## config.mk

```make
export PLATFORM = sky130hd
export DESIGN_NAME = ccm_top
export DESIGN_NICKNAME = d
export VERILOG_FILES = /design/src/hw/ccm_pkg.sv /design/src/hw/ccm_ingress_filter.sv /design/src/hw/ccm_egress_filter.sv /design/src/hw/ccm_top.sv
export VERILOG_INCLUDE_DIRS = /design/src /design/src/hw
export SDC_FILE = /design/constraint.sdc
export NUM_CORES = 1
export LEC_CHECK = 0
export ABC_AREA = 1
export BUFFER_PORTS_ARGS = -buffer_cell sky130_fd_sc_hd__buf_2
export CAP_MARGIN = 30
export CORE_UTILIZATION = 47
export DETAILED_ROUTE_END_ITERATION = 6
export PLACE_DENSITY = 0.94
export SYNTH_ARGS = -nofsm -noshare
export SYNTH_HDL_FRONTEND = slang
export SYNTH_SLANG_ARGS = --single-unit
export TNS_END_PERCENT = 100
```

## constraint.sdc

```tcl
create_clock -name clk -period 3.4 [get_ports clk]
set_input_delay 0.51 -clock clk [delete_from_list [all_inputs] [get_ports clk]]
set_output_delay 0.51 -clock clk [all_outputs]
set_load 0.1 [all_outputs]
```

## src/hw/ccm_consts.svh

```systemverilog
// Offsets, field positions, reset values and masks of the config mirror block
`ifndef CCM_CONSTS_SVH
`define CCM_CONSTS_SVH

`define CCM_OFS_COMMAND 12'h000
`define CCM_OFS_DEVCTL2 12'h004
`define CCM_OFS_STATUS 12'h008

`define CCM_CMD_MEM_BIT 1
`define CCM_CMD_SERR_BIT 8

`define CCM_DC2_TO_VAL_LSB 0
`define CCM_DC2_TO_DIS_BIT 4
`define CCM_DC2_ARI_BIT 5
`define CCM_DC2_ATOM_REQ_BIT 6
`define CCM_DC2_ATOM_BLK_BIT 7
`define CCM_DC2_IDO_REQ_BIT 8
`define CCM_DC2_IDO_CPL_BIT 9
`define CCM_DC2_LTR_BIT 10
`define CCM_DC2_PFX_BLK_BIT 15
`define CCM_DC2_WMASK 16'h87FF

`define CCM_STS_PFX_BIT 0
`define CCM_STS_UR_BIT 1
`define CCM_STS_ATOM_BIT 2

`define CCM_RST_CMD 1'b0
`define CCM_RST_DC2 16'h0000
`define CCM_RST_STS 3'h0

`endif

```

## src/hw/ccm_pkg.sv

```systemverilog
// Types shared by the config mirror block
`default_nettype none
package ccm_pkg;
    typedef enum logic [1:0] {
        CCM_PKT_PLAIN = 2'b00,
        CCM_PKT_ATOMIC = 2'b01,
        CCM_PKT_ERR_FWD = 2'b10,
        CCM_PKT_CFG_T1 = 2'b11
    } ccm_pkt_kind_t;

    typedef struct packed {
        logic valid;
        logic is_mem;
        logic non_posted;
        logic [7:0] tag;
    } ccm_in_req_t;

    typedef struct packed {
        logic valid;
        ccm_pkt_kind_t kind;
        logic has_prefix;
        logic [4:0] dev_num;
    } ccm_eg_pkt_t;

    typedef struct packed {
        logic valid;
        ccm_pkt_kind_t kind;
        logic has_prefix;
        logic to_type0;
        logic [4:0] dev_num;
    } ccm_eg_out_t;
endpackage
`default_nettype wire

```

## src/hw/ccm_ingress_filter.sv

```systemverilog
// Inbound memory request filter driven by memory space enable
`default_nettype none
module ccm_ingress_filter #(
    parameter bit ROOT_PORT = 1'b0
) (
    input wire logic clk,
    input wire logic rst,
    input wire logic mem_enable,
    input wire ccm_pkg::ccm_in_req_t in_req,
    output ccm_pkg::ccm_in_req_t fwd_out,
    output ccm_pkg::ccm_in_req_t ur_out
);
    ccm_pkg::ccm_in_req_t fwd_ff, nxt_fwd, ur_ff, nxt_ur;

    always_comb begin
        nxt_fwd = '0;
        nxt_ur = '0;
        if (in_req.valid) begin
            if (!ROOT_PORT && in_req.is_mem && !mem_enable) begin
                if (in_req.non_posted) begin
                    nxt_ur = in_req;
                end
            end else begin
                nxt_fwd = in_req;
            end
        end
    end

    always_ff @(posedge clk or posedge rst) begin
        if (rst) begin
            fwd_ff <= '0;
            ur_ff <= '0;
        end else begin
            fwd_ff <= nxt_fwd;
            ur_ff <= nxt_ur;
        end
    end

    assign fwd_out = fwd_ff;
    assign ur_out = ur_ff;

    ////////////////////////////////////////////////////////////////////////
    a_mem_ur_answer: assert property (@(posedge clk) disable iff (rst)
        (!ROOT_PORT && in_req.valid && in_req.is_mem && !mem_enable)
        |=> !fwd_out.valid && (ur_out.valid == $past(in_req.non_posted)))
        else $error("Disabled memory request not filtered");
    a_mem_pass_on: assert property (@(posedge clk) disable iff (rst)
        (in_req.valid && in_req.is_mem && mem_enable)
        |=> fwd_out.valid && fwd_out.tag == $past(in_req.tag) && !ur_out.valid)
        else $error("Enabled memory request not passed");
    a_root_no_filter: assert property (@(posedge clk) disable iff (rst)
        (ROOT_PORT && in_req.valid) |=> fwd_out.valid && !ur_out.valid)
        else $error("Root port filtered a request");
endmodule
`default_nettype wire

```

## src/hw/ccm_egress_filter.sv

```systemverilog
// Outbound packet gate for atomics, prefixes, error forwarding and ARI
`default_nettype none
module ccm_egress_filter #(
    parameter bit ROOT_PORT = 1'b0
) (
    input wire logic clk,
    input wire logic rst,
    input wire logic serr_enable,
    input wire logic ari_forward,
    input wire logic atomic_block,
    input wire logic prefix_block,
    input wire ccm_pkg::ccm_eg_pkt_t in_pkt,
    output ccm_pkg::ccm_eg_out_t out_pkt,
    output logic prefix_err,
    output logic atomic_err
);
    ccm_pkg::ccm_eg_out_t out_ff, nxt_out;
    logic pfx_ff, nxt_pfx, atom_ff, nxt_atom;
    logic blk_pfx, blk_atom, blk_err;

    always_comb begin
        blk_pfx = in_pkt.has_prefix && prefix_block;
        blk_atom = (in_pkt.kind == ccm_pkg::CCM_PKT_ATOMIC) && atomic_block;
        blk_err = ROOT_PORT && (in_pkt.kind == ccm_pkg::CCM_PKT_ERR_FWD) && !serr_enable;
        nxt_out = '0;
        nxt_pfx = in_pkt.valid && blk_pfx;
        nxt_atom = in_pkt.valid && blk_atom;
        if (in_pkt.valid && !blk_pfx && !blk_atom && !blk_err) begin
            nxt_out.valid = 1'b1;
            nxt_out.kind = in_pkt.kind;
            nxt_out.has_prefix = in_pkt.has_prefix;
            nxt_out.dev_num = in_pkt.dev_num;
            if (in_pkt.kind == ccm_pkg::CCM_PKT_CFG_T1) begin
                nxt_out.to_type0 = 1'b1;
                if (!ari_forward) begin
                    nxt_out.dev_num = 5'h00;
                end
            end
        end
    end

    always_ff @(posedge clk or posedge rst) begin
        if (rst) begin
            out_ff <= '0;
            pfx_ff <= 1'b0;
            atom_ff <= 1'b0;
        end else begin
            out_ff <= nxt_out;
            pfx_ff <= nxt_pfx;
            atom_ff <= nxt_atom;
        end
    end

    assign out_pkt = out_ff;
    assign prefix_err = pfx_ff;
    assign atomic_err = atom_ff;

    ////////////////////////////////////////////////////////////////////////
    a_atomic_blocked: assert property (@(posedge clk) disable iff (rst)
        (in_pkt.valid && in_pkt.kind == ccm_pkg::CCM_PKT_ATOMIC && atomic_block)
        |=> !out_pkt.valid && atomic_err)
        else $error("Atomic request left while blocked");
    a_prefix_blocked: assert property (@(posedge clk) disable iff (rst)
        (in_pkt.valid && in_pkt.has_prefix && prefix_block) |=> !out_pkt.valid && prefix_err)
        else $error("Prefixed packet left while blocked");
    a_prefix_allowed: assert property (@(posedge clk) disable iff (rst)
        (in_pkt.valid && in_pkt.kind == ccm_pkg::CCM_PKT_PLAIN && !prefix_block)
        |=> out_pkt.valid && !prefix_err)
        else $error("Plain packet dropped while unblocked");
    a_err_fwd_gate: assert property (@(posedge clk) disable iff (rst)
        (ROOT_PORT && in_pkt.valid && in_pkt.kind == ccm_pkg::CCM_PKT_ERR_FWD
         && !in_pkt.has_prefix) |=> (out_pkt.valid == $past(serr_enable)))
        else $error("Error forwarding not gated by system error enable");
    a_ari_dev_num: assert property (@(posedge clk) disable iff (rst)
        (in_pkt.valid && in_pkt.kind == ccm_pkg::CCM_PKT_CFG_T1 && !in_pkt.has_prefix)
        |=> out_pkt.to_type0
            && out_pkt.dev_num == ($past(ari_forward) ? $past(in_pkt.dev_num) : 5'h00))
        else $error("Device number handling wrong on conversion");
endmodule
`default_nettype wire

```

## src/hw/ccm_top.sv

```systemverilog
// Config control mirror: APB register bank, mirrored outputs, packet gates
//
// Chosen here: the APB register port and the placing of the registers.
`default_nettype none
`include "ccm_consts.svh"
module ccm_top #(
    parameter bit ROOT_PORT = 1'b0,
    parameter bit ARI_FWD_SUPPORTED = 1'b1,
    parameter bit IDO_REQ_FIXED_ZERO = 1'b0
) (
    input wire logic clk,
    input wire logic rst,
    input wire logic psel,
    input wire logic penable,
    input wire logic pwrite,
    input wire logic [11:0] paddr,
    input wire logic [31:0] pwdata,
    output logic [31:0] prdata,
    output logic pready,
    output logic pslverr,
    input wire ccm_pkg::ccm_in_req_t in_req,
    output ccm_pkg::ccm_in_req_t in_fwd,
    output ccm_pkg::ccm_in_req_t in_ur,
    input wire ccm_pkg::ccm_eg_pkt_t eg_pkt,
    output ccm_pkg::ccm_eg_out_t eg_out,
    output logic memory_space_enable_out,
    output logic system_error_enable_out,
    output logic alt_routing_forward_enable_out,
    output logic atomic_egress_block_out,
    output logic atomic_requester_enable_out,
    output logic completion_timeout_disable_out,
    output logic [3:0] completion_timeout_range_out,
    output logic id_order_completion_enable_out,
    output logic id_order_request_enable_out,
    output logic latency_report_enable_out,
    output logic prefix_block_out,
    output logic aux_power_enable_out
);
    ////////////////////////////////////////////////////////////////////////
    // Address decode
    function automatic logic [2:0] ccm_decode(input logic [11:0] a);
        logic [2:0] r;
        r = 3'h0;
        if (a == `CCM_OFS_COMMAND) begin
            r = 3'h4;
        end else if (a == `CCM_OFS_DEVCTL2) begin
            r = 3'h5;
        end else if (a == `CCM_OFS_STATUS) begin
            r = 3'h6;
        end
        return r;
    endfunction

    logic [2:0] dec;
    logic wr_commit, access_first;
    logic pready_ff, nxt_pready, pslverr_ff, nxt_pslverr;
    assign dec = ccm_decode(paddr);
    assign access_first = psel && penable && !pready_ff;
    assign wr_commit = psel && penable && pready_ff && pwrite;

    ////////////////////////////////////////////////////////////////////////
    // Bus answer
    logic [31:0] prdata_ff, nxt_prdata;
    logic mem_en_ff, nxt_mem_en, serr_ff, nxt_serr;
    logic [15:0] dc2_ff, nxt_dc2;
    logic [2:0] sts_ff, nxt_sts;

    always_comb begin
        nxt_pready = access_first;
        nxt_pslverr = access_first && !dec[2];
        nxt_prdata = 32'h0000_0000;
        if (access_first && !pwrite) begin
            case (dec)
                3'h4: begin
                    nxt_prdata[`CCM_CMD_MEM_BIT] = mem_en_ff;
                    nxt_prdata[`CCM_CMD_SERR_BIT] = serr_ff;
                end
                3'h5: begin
                    nxt_prdata[15:0] = dc2_ff;
                end
                3'h6: begin
                    nxt_prdata[2:0] = sts_ff;
                end
                default: begin
                    nxt_prdata = 32'h0000_0000;
                end
            endcase
        end
    end

    always_ff @(posedge clk or posedge rst) begin
        if (rst) begin
            pready_ff <= 1'b0;
            pslverr_ff <= 1'b0;
            prdata_ff <= 32'h0000_0000;
        end else begin
            pready_ff <= nxt_pready;
            pslverr_ff <= nxt_pslverr;
            prdata_ff <= nxt_prdata;
        end
    end

    assign pready = pready_ff;
    assign pslverr = pslverr_ff;
    assign prdata = prdata_ff;

    ////////////////////////////////////////////////////////////////////////
    // Command and device control 2 registers
    always_comb begin
        nxt_mem_en = mem_en_ff;
        nxt_serr = serr_ff;
        nxt_dc2 = dc2_ff;
        if (wr_commit && dec == 3'h4) begin
            nxt_mem_en = pwdata[`CCM_CMD_MEM_BIT];
            nxt_serr = pwdata[`CCM_CMD_SERR_BIT];
        end
        if (wr_commit && dec == 3'h5) begin
            nxt_dc2 = pwdata[15:0] & `CCM_DC2_WMASK;
            if (!ARI_FWD_SUPPORTED) begin
                nxt_dc2[`CCM_DC2_ARI_BIT] = 1'b0;
            end
            if (IDO_REQ_FIXED_ZERO) begin
                nxt_dc2[`CCM_DC2_IDO_REQ_BIT] = 1'b0;
            end
        end
    end

    always_ff @(posedge clk or posedge rst) begin
        if (rst) begin
            mem_en_ff <= `CCM_RST_CMD;
            serr_ff <= `CCM_RST_CMD;
            dc2_ff <= `CCM_RST_DC2;
        end else begin
            mem_en_ff <= nxt_mem_en;
            serr_ff <= nxt_serr;
            dc2_ff <= nxt_dc2;
        end
    end

    // Mirrors straight from the stored bits
    assign memory_space_enable_out = mem_en_ff;
    assign system_error_enable_out = serr_ff;
    assign completion_timeout_range_out = dc2_ff[`CCM_DC2_TO_VAL_LSB +: 4];
    assign completion_timeout_disable_out = dc2_ff[`CCM_DC2_TO_DIS_BIT];
    assign alt_routing_forward_enable_out = dc2_ff[`CCM_DC2_ARI_BIT];
    assign atomic_requester_enable_out = dc2_ff[`CCM_DC2_ATOM_REQ_BIT];
    assign atomic_egress_block_out = dc2_ff[`CCM_DC2_ATOM_BLK_BIT];
    assign id_order_request_enable_out = dc2_ff[`CCM_DC2_IDO_REQ_BIT];
    assign id_order_completion_enable_out = dc2_ff[`CCM_DC2_IDO_CPL_BIT];
    assign latency_report_enable_out = dc2_ff[`CCM_DC2_LTR_BIT];
    assign prefix_block_out = dc2_ff[`CCM_DC2_PFX_BLK_BIT];

    // Unused mirror, held low
    logic aux_ff;
    always_ff @(posedge clk or posedge rst) begin
        if (rst) begin
            aux_ff <= 1'b0;
        end else begin
            aux_ff <= 1'b0;
        end
    end
    assign aux_power_enable_out = aux_ff;

    ////////////////////////////////////////////////////////////////////////
    // Packet gates
    logic pfx_err, atom_err;

    ccm_ingress_filter #(
        .ROOT_PORT(ROOT_PORT)
    ) u_ingress (
        .clk(clk),
        .rst(rst),
        .mem_enable(mem_en_ff),
        .in_req(in_req),
        .fwd_out(in_fwd),
        .ur_out(in_ur)
    );

    ccm_egress_filter #(
        .ROOT_PORT(ROOT_PORT)
    ) u_egress (
        .clk(clk),
        .rst(rst),
        .serr_enable(serr_ff),
        .ari_forward(dc2_ff[`CCM_DC2_ARI_BIT]),
        .atomic_block(dc2_ff[`CCM_DC2_ATOM_BLK_BIT]),
        .prefix_block(dc2_ff[`CCM_DC2_PFX_BLK_BIT]),
        .in_pkt(eg_pkt),
        .out_pkt(eg_out),
        .prefix_err(pfx_err),
        .atomic_err(atom_err)
    );

    ////////////////////////////////////////////////////////////////////////
    // Sticky event status, write one to clear, set wins
    logic [2:0] sts_set, sts_clr;
    always_comb begin
        sts_set = 3'h0;
        sts_set[`CCM_STS_PFX_BIT] = pfx_err;
        sts_set[`CCM_STS_UR_BIT] = in_ur.valid;
        sts_set[`CCM_STS_ATOM_BIT] = atom_err;
        sts_clr = (wr_commit && dec == 3'h6) ? pwdata[2:0] : 3'h0;
        nxt_sts = (sts_ff & ~sts_clr) | sts_set;
    end

    always_ff @(posedge clk or posedge rst) begin
        if (rst) begin
            sts_ff <= `CCM_RST_STS;
        end else begin
            sts_ff <= nxt_sts;
        end
    end

    ////////////////////////////////////////////////////////////////////////
    a_mem_en_follow: assert property (@(posedge clk) disable iff (rst)
        (wr_commit && dec == 3'h4)
        |=> memory_space_enable_out == $past(pwdata[`CCM_CMD_MEM_BIT]))
        else $error("Memory space enable did not follow write");
    a_serr_follow: assert property (@(posedge clk) disable iff (rst)
        (wr_commit && dec == 3'h4)
        |=> system_error_enable_out == $past(pwdata[`CCM_CMD_SERR_BIT]))
        else $error("System error enable did not follow write");
    a_dc2_follow: assert property (@(posedge clk) disable iff (rst)
        (wr_commit && dec == 3'h5)
        |=> completion_timeout_range_out == $past(pwdata[3:0])
            && prefix_block_out == $past(pwdata[`CCM_DC2_PFX_BLK_BIT]))
        else $error("Device control 2 mirror did not follow write");
    a_mirror_hold: assert property (@(posedge clk) disable iff (rst)
        !(wr_commit && dec[2:1] == 2'b10) |=> $stable(dc2_ff) && $stable(mem_en_ff))
        else $error("Mirror changed without a write");
    a_ari_fixed_zero: assert property (@(posedge clk) disable iff (rst)
        !ARI_FWD_SUPPORTED |-> !alt_routing_forward_enable_out)
        else $error("ARI forwarding set while unsupported");
    a_dc2_reset_val: assert property (@(posedge clk) disable iff (rst)
        $past(rst) |-> !atomic_egress_block_out && !alt_routing_forward_enable_out
            && !prefix_block_out && !id_order_request_enable_out)
        else $error("Device control 2 not zero after reset");
    a_pfx_sticky: assert property (@(posedge clk) disable iff (rst)
        pfx_err |=> sts_ff[`CCM_STS_PFX_BIT])
        else $error("Prefix blocked error not recorded");
    a_bus_answer: assert property (@(posedge clk) disable iff (rst)
        (psel && penable && !pready) |=> pready ##1 !pready)
        else $error("Bus answer not one wait state");
    a_serr_hold: assert property (@(posedge clk) disable iff (rst)
        !(wr_commit && dec == 3'h4) |=> $stable(serr_ff))
        else $error("System error enable changed without a write");
    a_dc2_bits_follow: assert property (@(posedge clk) disable iff (rst)
        (wr_commit && dec == 3'h5)
        |=> completion_timeout_disable_out == $past(pwdata[`CCM_DC2_TO_DIS_BIT])
            && atomic_requester_enable_out == $past(pwdata[`CCM_DC2_ATOM_REQ_BIT]))
        else $error("Device control 2 bits did not follow write");
    a_dc2_mask: assert property (@(posedge clk) disable iff (rst)
        (dc2_ff & ~`CCM_DC2_WMASK) == 16'h0000)
        else $error("Reserved device control 2 bit set");
    a_ido_req_fixed: assert property (@(posedge clk) disable iff (rst)
        IDO_REQ_FIXED_ZERO |-> !id_order_request_enable_out)
        else $error("IDO request enable set while fixed at zero");
    a_cmd_read_data: assert property (@(posedge clk) disable iff (rst)
        (psel && penable && !pready && !pwrite && dec == 3'h4)
        |=> prdata[`CCM_CMD_SERR_BIT] == $past(serr_ff)
            && prdata[`CCM_CMD_MEM_BIT] == $past(mem_en_ff))
        else $error("Command read data wrong");
    a_dc2_read_data: assert property (@(posedge clk) disable iff (rst)
        (psel && penable && !pready && !pwrite && dec == 3'h5)
        |=> prdata == {16'h0000, $past(dc2_ff)})
        else $error("Device control 2 read data wrong");
    a_unmapped_refused: assert property (@(posedge clk) disable iff (rst)
        (psel && penable && !pready && !dec[2]) |=> pslverr && prdata == 32'h0000_0000)
        else $error("Unmapped access not refused");
    a_ur_exclusive: assert property (@(posedge clk) disable iff (rst)
        !(in_fwd.valid && in_ur.valid))
        else $error("Request both passed on and refused");
    a_atom_sticky: assert property (@(posedge clk) disable iff (rst)
        atom_err |=> sts_ff[`CCM_STS_ATOM_BIT])
        else $error("Blocked atomic not recorded");
    a_sts_set_wins: assert property (@(posedge clk) disable iff (rst)
        (wr_commit && dec == 3'h6 && in_ur.valid) |=> sts_ff[`CCM_STS_UR_BIT])
        else $error("Status clear beat a new event");
    a_aux_low: assert property (@(posedge clk) disable iff (rst)
        !aux_power_enable_out)
        else $error("Unused mirror not low");
endmodule
`default_nettype wire

```

==> flow_summary_export.csv, run 1 <==
group,metric,value,unit
synth,synth_top_family_by_area,"simple AND/OR/NAND/NOR gates",
cts,clock_sinks,64,
grt,grt_max_degree,43,
cts,clockBufferDepth,2,
finish,drive_gt1_share,35.9,%
drt,ant_nets,0,
power_and_ir_drop,power.density,558,nW/µm²
finish,fin_area,3330,µm²
timing,finalHoldViolations,0,
finish,syn2layout_area_growth,29.3,%
grt,gr-total-overflow,0,
synth,muxShareOfSynthArea,0,%
synth,yosysWarningCount,0,
synth,yosysTopAreaCell,"dfrtp_1",
timing,whs,0.349,ns
synth,synthTopCellsByArea,"dfrtp_1 62%, buf_4 6.7%, nand2_1 6.0%",
timing,maxSlewHeadroom,44.2,%
cts,cts_setup_buffers,0,
status,status,"complete, no violations",
worst_setup_path,crit_arrival,1.96,ns
synth,syn-instance-count,264,
timing,timing.final.crit_period,1.72,ns
drt,routed_via_density,4.42,
synth,synth_top_area_share,62.3,%
cts,clock_latency,0.33,ns
min_path,hp-class,"in -> async",
grt,grt_pass1_vias,2032,
synth,synth-seq-area-share,62.3,%
die,core,5200,µm²
timing,tns,0,ns
grt,grt.total_usage,20.3,%
synth,syn_area,2570,µm²
cts,cts-root-buf,"clkbuf_8",
cts,cts_hold_buffers,0,
drt,wl,5200,µm
die,rows,26,
drt,drc,0,
synth,yosys.area_share.adder,0,%
finish,nFillCells,419,
timing,final-setup-viol-count,0,
cts,cts_tree,"done",
finish,antenna_cells,0,
drt,vias,2000,
drt,drt_iter0_markers,65,
placement,gp_congestion,0.797,
drt,wl_per_cell,11.5,µm
worst_setup_path,worstSetupEndpointType,"flop",
worst_setup_path,cp-start-kind,"input pin",
finish,regArea,1600,µm²
die,die_area,5770,µm²
grt,antenna_found_initial,0,
placement,dpl.hpwl,3990,µm
power_and_ir_drop,ir_drop,0.533,mV
cts,clkTransAtPathRegs,0.07,ns
die,ios,150,
die,chipWidth,76.0,µm
synth,synth_compound_area_share,3.94,%
finish,nets,446,
synth,synth_seq_cells,64,
die,die_h,76.0,µm
synth,synthXorXnorAreaFrac,0,%
cts,htreeDepth,3,
timing,slew_violations,0,
placement,port_buffers,108,
timing,fmax,583,MHz
die,start_util,49.4,%
worst_setup_path,rr_worst_depth,6,
synth,synth-simple-area-share,19.5,%
finish,multi_input_area,681,µm²
drt,drt_pass1_iterations,4,
timing,tightest_slew,0.836,ns
worst_setup_path,required,3.64,ns
placement,placed_cell_area,3070,µm²
synth,syn_area_per_cell,9.74,µm²
grt,grt_pass1_wl,9010,µm
timing,fin_crit_sh,50.5,%
flow_run,drv_cap,0,
timing,grt_setup_unrepaired,"no",
worst_setup_path,worstPathMaxFanout,20,
timing,clock_skew,0.00428,ns
worst_setup_path,worstSetupPathType,"in -> reg",
cts,cts-resized-gates,0,
cts,numCtsBuffers,9,
synth,yosysUniqueCellTypes,20,
power_and_ir_drop,cellLeakagePower,1.96,nW
per-stage QoR:
step                      worst slack [ns]  utilization (%)  power, mW  cells
after floorplan                       1.29                -       1.04    284
after global placement                1.44             59.0       1.07    436
after detailed placement              1.34             59.0       1.07    436
after CTS                             1.68             63.9       1.88    452
after global routing                  1.46             63.9       1.92    452
final                                 1.68             63.9       1.86    452
worst paths after layout:
path                                      from                    to  slack (ns)
max                                   paddr[9]             dc2_ff[7]        1.68
max in group asynchronous                  rst            prdata[10]        2.25
min                                        rst  u_ingress.fwd_out[4]        0.35
min in group clk                     pwdata[6]             dc2_ff[6]        0.39
min reg2reg                u_egress.atomic_err             sts_ff[2]        0.44
max reg2reg                             pready             dc2_ff[7]        1.79
sequential cells by signal, summed over array words and instances (netlist names):
signal,cells
u_egress.out_pkt,10
prdata,12
dc2_ff,12
u_ingress.fwd_out,11
u_egress.prefix_err,1
memory_space_enable_out,1
pready,1
u_ingress.ur_out,10
pslverr,1
sts_ff,3
u_egress.atomic_err,1
system_error_enable_out,1
layer usage:
metal | wire [µm] | vias to the layer above | GRT usage [%]
li1 | - | 988 | -
met2 | 2670 | 102 | 35.5
met1 | 2020 | 897 | 22.6
met4 | 121 | 0 | 10.0
met3 | 394 | 13 | 5.87
met5 | 0 | - | 0
cell usage after synthesis:
| cell type | instances |
|---|---|
| nand2_4 | 1 |
| o21ai_2 | 3 |
| o21ai_0 | 12 |
| nand4_1 | 3 |
| conb_1 | 1 |
| buf_4 | 23 |
| nand3_1 | 12 |
| nor2_1 | 37 |
| nor2_2 | 2 |
| nor3_1 | 13 |
| buf_6 | 3 |
| nand2_1 | 41 |
| buf_2 | 1 |
| nand2_2 | 1 |
| inv_2 | 1 |
| inv_1 | 39 |
| nor2_4 | 3 |
| clkinv_1 | 1 |
| a21oi_1 | 3 |
| dfrtp_1 | 64 |
layout by cell type, fill, tap and decap left out:
cell type,count
conb_1,21
nor2_1,37
nand2_1,41
o21ai_2,3
buf_2,108
o21ai_0,12
nor2_4,3
clkinv_2,1
nand2_4,1
clkbuf_8,11
clkinvlp_4,1
inv_2,2
nand4_1,3
buf_4,1
dfrtp_1,64
nor2_2,2
inv_1,38
nand3_1,12
nor3_1,13
a21oi_1,3
bufinv_16,3
clkinv_1,1
nand2_2,1
final cells by class:
cell class,instances,share of cell area [%]
clock buffer,11,4.55
clock inverter,5,3.09
inverter,41,4.63
multi-input combinational,152,20.5
sequential,64,48.2
tap,70,2.63
timing repair buffer,109,16.5
cell families (layout without fill, tap and decap cells):
logic type,Yosys count,count (layout)
compound gates,18,18
buf+inv,68,166
flops,64,64
other cells,1,21
simple gates,113,113
power by group:
group / switching, mW / internal (mW) / total (mW)
Sequential: 0.00321 / 0.774 / 0.778
Combinational: 0.244 / 0.0362 / 0.280
Clock: 0.273 / 0.526 / 0.799
Total: 0.520 / 1.34 / 1.86
worst max-delay path: stages:
cell and delay [ns]:
buf_2 0.10, nor2_1 0.09, nand2_1 0.10, nor2_4 0.32, nand2_4 0.18, nor2_4 0.41, nand2_1 0.14, o21ai_0 0.11
Power figures use the tool's default switching activity.
==> run 2: changes to the inputs <==
- CORE_UTILIZATION: 47 -> 43
- PLACE_DENSITY: 0.94 -> 0.88
- clock period: 3.4 -> 1.79 ns (I/O delays scaled with it)
==> flow_summary_export.csv, run 2 (synthesized netlist as in run 1, its figures left out) <==
group,metric,value,unit
status,status,"complete, no violations",
power_and_ir_drop,power.density,998,nW/µm²
die,ios,150,
grt,grt_pass1_vias,1925,
cts,cts_tree,"done",
timing,final-setup-viol-count,0,
cts,cts_hold_buffers,1,
worst_setup_path,crit_arrival,1.16,ns
timing,fmax,699,MHz
cts,clkTransAtPathRegs,0.07,ns
drt,ant_nets,0,
worst_setup_path,timing.rr.start,"pready",
timing,timing.final.crit_period,1.43,ns
worst_setup_path,worstPathMaxFanout,4,
flow_run,drv_cap,0,
finish,regArea,1600,µm²
timing,maxSlewHeadroom,62.7,%
timing,grt_setup_unrepaired,"no",
finish,drive_gt1_share,36.3,%
finish,syn2layout_area_growth,30.8,%
timing,finalHoldViolations,0,
drt,vias,2043,
placement,gp_congestion,0.783,
die,start_util,45.6,%
finish,layout_commonest_cell,"buf_2",
worst_setup_path,worstSetupPathType,"reg -> out",
die,core,5640,µm²
timing,clock_skew,0.00989,ns
die,die_h,79.3,µm
cts,cts-root-buf,"clkbuf_8",
drt,drt_pass1_iterations,4,
worst_setup_path,path_cells,"buf_2",
grt,gr-total-overflow,0,
worst_setup_path,crit_start,"memory_space_enable_out",
finish,antenna_cells,0,
die,chipWidth,79.3,µm
timing,slew_violations,0,
cts,htreeDepth,3,
grt,grt_pass1_wl,8340,µm
power_and_ir_drop,ir_drop,0.871,mV
drt,wl_per_cell,11.3,µm
timing,whs,0.153,ns
worst_setup_path,required,1.52,ns
die,rows,27,
drt,drc,0,
drt,wl,5180,µm
worst_setup_path,rrSetupSlack,0.49,ns
die,die_area,6300,µm²
cts,clockBufferDepth,2,
worst_setup_path,cp-endpoint,"memory_space_enable_out",
worst_setup_path,slowest_delay,0.45,ns
grt,grt.total_usage,17.8,%
worst_setup_path,cp.depth,1,
placement,dpl.hpwl,3970,µm
placement,dp.cells,442,
timing,tightest_slew,0.558,ns
timing,fin_crit_sh,79.9,%
timing,tns,0,ns
finish,nFillCells,482,
min_path,hp-class,"in -> reg",
finish,multi_input_area,681,µm²
worst_setup_path,cp-start-kind,"flop",
worst_setup_path,crit_family,"buffers and inverters",
grt,grt_max_degree,31,
worst_setup_path,crit_slowest_cell,"buf_2",
cts,clock_latency,0.33,ns
finish,final_cell_mix,"108 x buf_2, 63 x dfrtp_1, 41 x nand2_1, 38 x inv_1, 37 x nor2_1",
cts,cts-resized-gates,0,
worst_setup_path,r2r_end,"dc2_ff[10]",
cts,clock_sinks,64,
grt,antenna_found_initial,0,
placement,port_buffers,108,
finish,final_cells,458,
power_and_ir_drop,cellLeakagePower,1.98,nW
cts,cts_setup_buffers,0,
cts,numCtsBuffers,9,
worst_setup_path,crit_buf_inv,1,
worst_setup_path,rr_worst_depth,7,
drt,routed_via_density,4.46,
worst_setup_path,worstSetupEndpointType,"output pin",
drt,drt_iter0_markers,90,
finish,nets,451,
-- run 2: power by group --
| group | switching, mW | internal, mW | total, mW |
|---|---|---|---|
| clock | 0.490 | 0.851 | 1.34 |
| combinational | 0.465 | 0.0754 | 0.540 |
| sequential | 0.00614 | 1.47 | 1.48 |
| total | 0.960 | 2.40 | 3.36 |
-- run 2: cell type report --
class                           instances  share of cell area, %
Sequential cell                        64                   47.6
Multi-Input combinational cell        152                   20.2
Timing Repair Buffer                  114                   18.2
Inverter                               41                   4.69
Clock buffer                           12                   4.61
Tap cell                               72                   2.68
Clock inverter                          3                   1.93
-- run 2: per-stage QoR --
step | power [mW] | cell area [µm²] | setup slack, ns | utilization [%]
after global routing | 3.48 | 3360 | 0.298 | 59.6
after CTS | 3.40 | 3360 | 0.333 | 59.6
after global placement | 2.04 | 3130 | 0.333 | 55.6
final | 3.36 | 3360 | 0.359 | 59.6
after floorplan | 1.97 | 2650 | 0.182 | -
after detailed placement | 2.05 | 3130 | 0.276 | 55.6
-- run 2: how the worst min path moves through the flow --
stage,start,end,slack [ns],depth (start not counted)
floorplan,eg_pkt[6],u_egress.out_pkt[7],0.37,2
global placement,rst,dc2_ff[9],0.34,2
global route,pwdata[9],dc2_ff[9],0.14,3
CTS,pwdata[9],dc2_ff[9],0.14,3
finish,eg_pkt[5],u_egress.out_pkt[6],0.15,3
detailed placement,rst,dc2_ff[9],0.36,2
-- run 2: tightest hold or removal path, delay by kind of cell --
kind          cells  cell delay, ns
simple gates      1            0.03
buf+inv           2            0.14
-- run 2: per-layer routing --
layer,up-vias,global-route usage (%),wire (µm),share of wire (%)
li1,992,-,-,-
met1,946,19.4,2070,40
met2,99,30.4,2590,50
met3,6,8.28,477,9.2
met4,0,5.82,47,0.91
met5,-,0,0,0
==> run 3: changes to the inputs <==
- clock period: 1.79 -> 1.4 ns (I/O delays scaled with it)
==> flow_summary_export.csv, run 3 (synthesized netlist as in run 1, its figures left out) <==
group,metric,value,unit
drt,vias,2059,
cts,clkTransAtPathRegs,0.07,ns
timing,timing.final.crit_period,1.36,ns
placement,port_buffers,108,
placement,gp_congestion,0.803,
finish,syn2layout_area_growth,30.6,%
worst_setup_path,worstPathMaxFanout,3,
power_and_ir_drop,clkPwrFrac,37.1,%
worst_setup_path,required,1.19,ns
placement,dpl.hpwl,4150,µm
worst_setup_path,crit_family,"buffers and inverters",
finish,final_cell_mix,"104 x buf_2, 58 x dfrtp_1, 40 x nand2_1, 37 x inv_1, 36 x nor2_1",
finish,nFillCells,481,
worst_setup_path,cp-start-kind,"flop",
timing,slew_violations,0,
cts,numCtsBuffers,9,
power_and_ir_drop,switching_share,32.0,%
worst_setup_path,timing.rr.start,"memory_space_enable_out",
worst_setup_path,slowest_delay,0.44,ns
finish,drive_gt1_share,38.9,%
cts,cts-root-buf,"clkbuf_8",
finish,fin_area,3360,µm²
grt,grt_max_degree,52,
power_and_ir_drop,power_frac_seq,46.0,%
worst_setup_path,crit_start,"system_error_enable_out",
finish,postLayoutCoreUtil,59.5,%
cts,clock_sinks,64,
finish,multi_input_area,686,µm²
drt,wl_per_cell,11.9,µm
cts,htreeDepth,3,
cts,clockBufferDepth,2,
timing,maxSlewHeadroom,61.9,%
die,start_util,45.6,%
cts,clock_latency,0.33,ns
power_and_ir_drop,p_int,2.79,mW
timing,clock_skew,0.00622,ns
finish,layout_commonest_cell,"buf_2",
cts,cts_setup_buffers,0,
die,ios,150,
drt,drc,0,
finish,regArea,1610,µm²
worst_setup_path,worstSetupEndpointType,"output pin",
die,die_h,79.3,µm
grt,grt_pass1_vias,2060,
die,core,5640,µm²
power_and_ir_drop,ir_drop,0.688,mV
finish,nets,452,
timing,layout_setup_ws,0.0450,ns
timing,fin_crit_sh,96.8,%
timing,fmax,738,MHz
grt,grt.total_usage,18.6,%
status,status,"complete, no violations",
worst_setup_path,worstSetupPathType,"reg -> out",
timing,final-setup-viol-count,0,
flow_run,drv_cap,0,
worst_setup_path,crit_buf_inv,1,
min_path,hp-class,"in -> reg",
power_and_ir_drop,cellLeakagePower,1.95,nW
power_and_ir_drop,power.density,1220,nW/µm²
drt,drt_iter0_markers,64,
min_path,min_from,"eg_pkt[0]",
die,chipWidth,79.3,µm
timing,grt_setup_unrepaired,"no",
worst_setup_path,crit_arrival,1.15,ns
power_and_ir_drop,p_sw,1.31,mW
timing,tns,0,ns
drt,ant_nets,0,
placement,placed_cell_area,3140,µm²
die,rows,27,
die,die_area,6300,µm²
grt,grt_pass1_wl,8770,µm
worst_setup_path,crit_slowest_cell,"buf_2",
drt,wl,5460,µm
drt,routed_via_density,4.48,
power_and_ir_drop,comb_power_share,16.9,%
finish,antenna_cells,0,
cts,cts_tree,"done",
grt,antenna_found_initial,0,
timing,tightest_slew,0.567,ns
drt,drt_pass1_iterations,4,
worst_setup_path,path_cells,"buf_2",
timing,finalHoldViolations,0,
grt,gr-total-overflow,0,
placement,pre_cts_slack,0.0278,ns
-- run 3: worst paths after layout --
check,slack [ns],endpoint,depth (start not counted)
worst max-delay path,0.04,system_error_enable_out,1
worst min-delay path,0.09,u_egress.out_pkt[0],3
max in group asynchronous,0.46,u_ingress.ur_out[8],4
worst max register to register,0.16,u_ingress.ur_out[5],5
min in group asynchronous,0.40,dc2_ff[10],3
worst min register to register,0.46,sts_ff[2],2
-- run 3: metrics by stage --
step | total power [mW] | hold slack (ns) | instances
2_1_floorplan | 2.53 | 0.314 | 284
3_3_place_gp | 2.61 | 0.193 | 443
3_5_place_dp | 2.62 | 0.195 | 443
4_1_cts | 4.16 | 0.0736 | 460
5_1_grt | 4.28 | 0.0777 | 460
6_report | 4.11 | 0.0890 | 460
-- run 3: power groups by stage --
| stage | logic [mW] | clock network (mW) | registers [mW] |
|---|---|---|---|
| 4_1_cts | 0.696 | 1.58 | 1.89 |
| 5_1_grt | 0.730 | 1.66 | 1.89 |
| 6_report | 0.694 | 1.52 | 1.89 |
| 2_1_floorplan | 0.378 | 0 | 2.15 |
| 3_5_place_dp | 0.693 | 0 | 1.93 |
| 3_3_place_gp | 0.685 | 0 | 1.92 |
-- run 3: routing by layer --
layer / up-vias / part of all wire, % / track usage (%)
met4: 0 / 1.9 / 8.91
met3: 12 / 9.5 / 5.98
met5: - / 0 / 0
met1: 943 / 38 / 19.6
li1: 1001 / - / -
met2: 103 / 51 / 33.2
-- run 3: layout make-up --
class	count	share of cell area (%)
sequential	64	48.0
multi-input combinational	152	20.4
timing repair buffer	115	18.4
inverter	41	4.69
clock buffer	9	3.69
tap	72	2.68
clock inverter	7	2.16
-- run 3: what timing repair did --
action / 4_1_cts / 5_1_grt
gates resized for setup: 0 / 6
hold endpoints to repair: 13 / 0
hold buffers: 1 / 0
endpoints found under the setup margin: 0 / 11
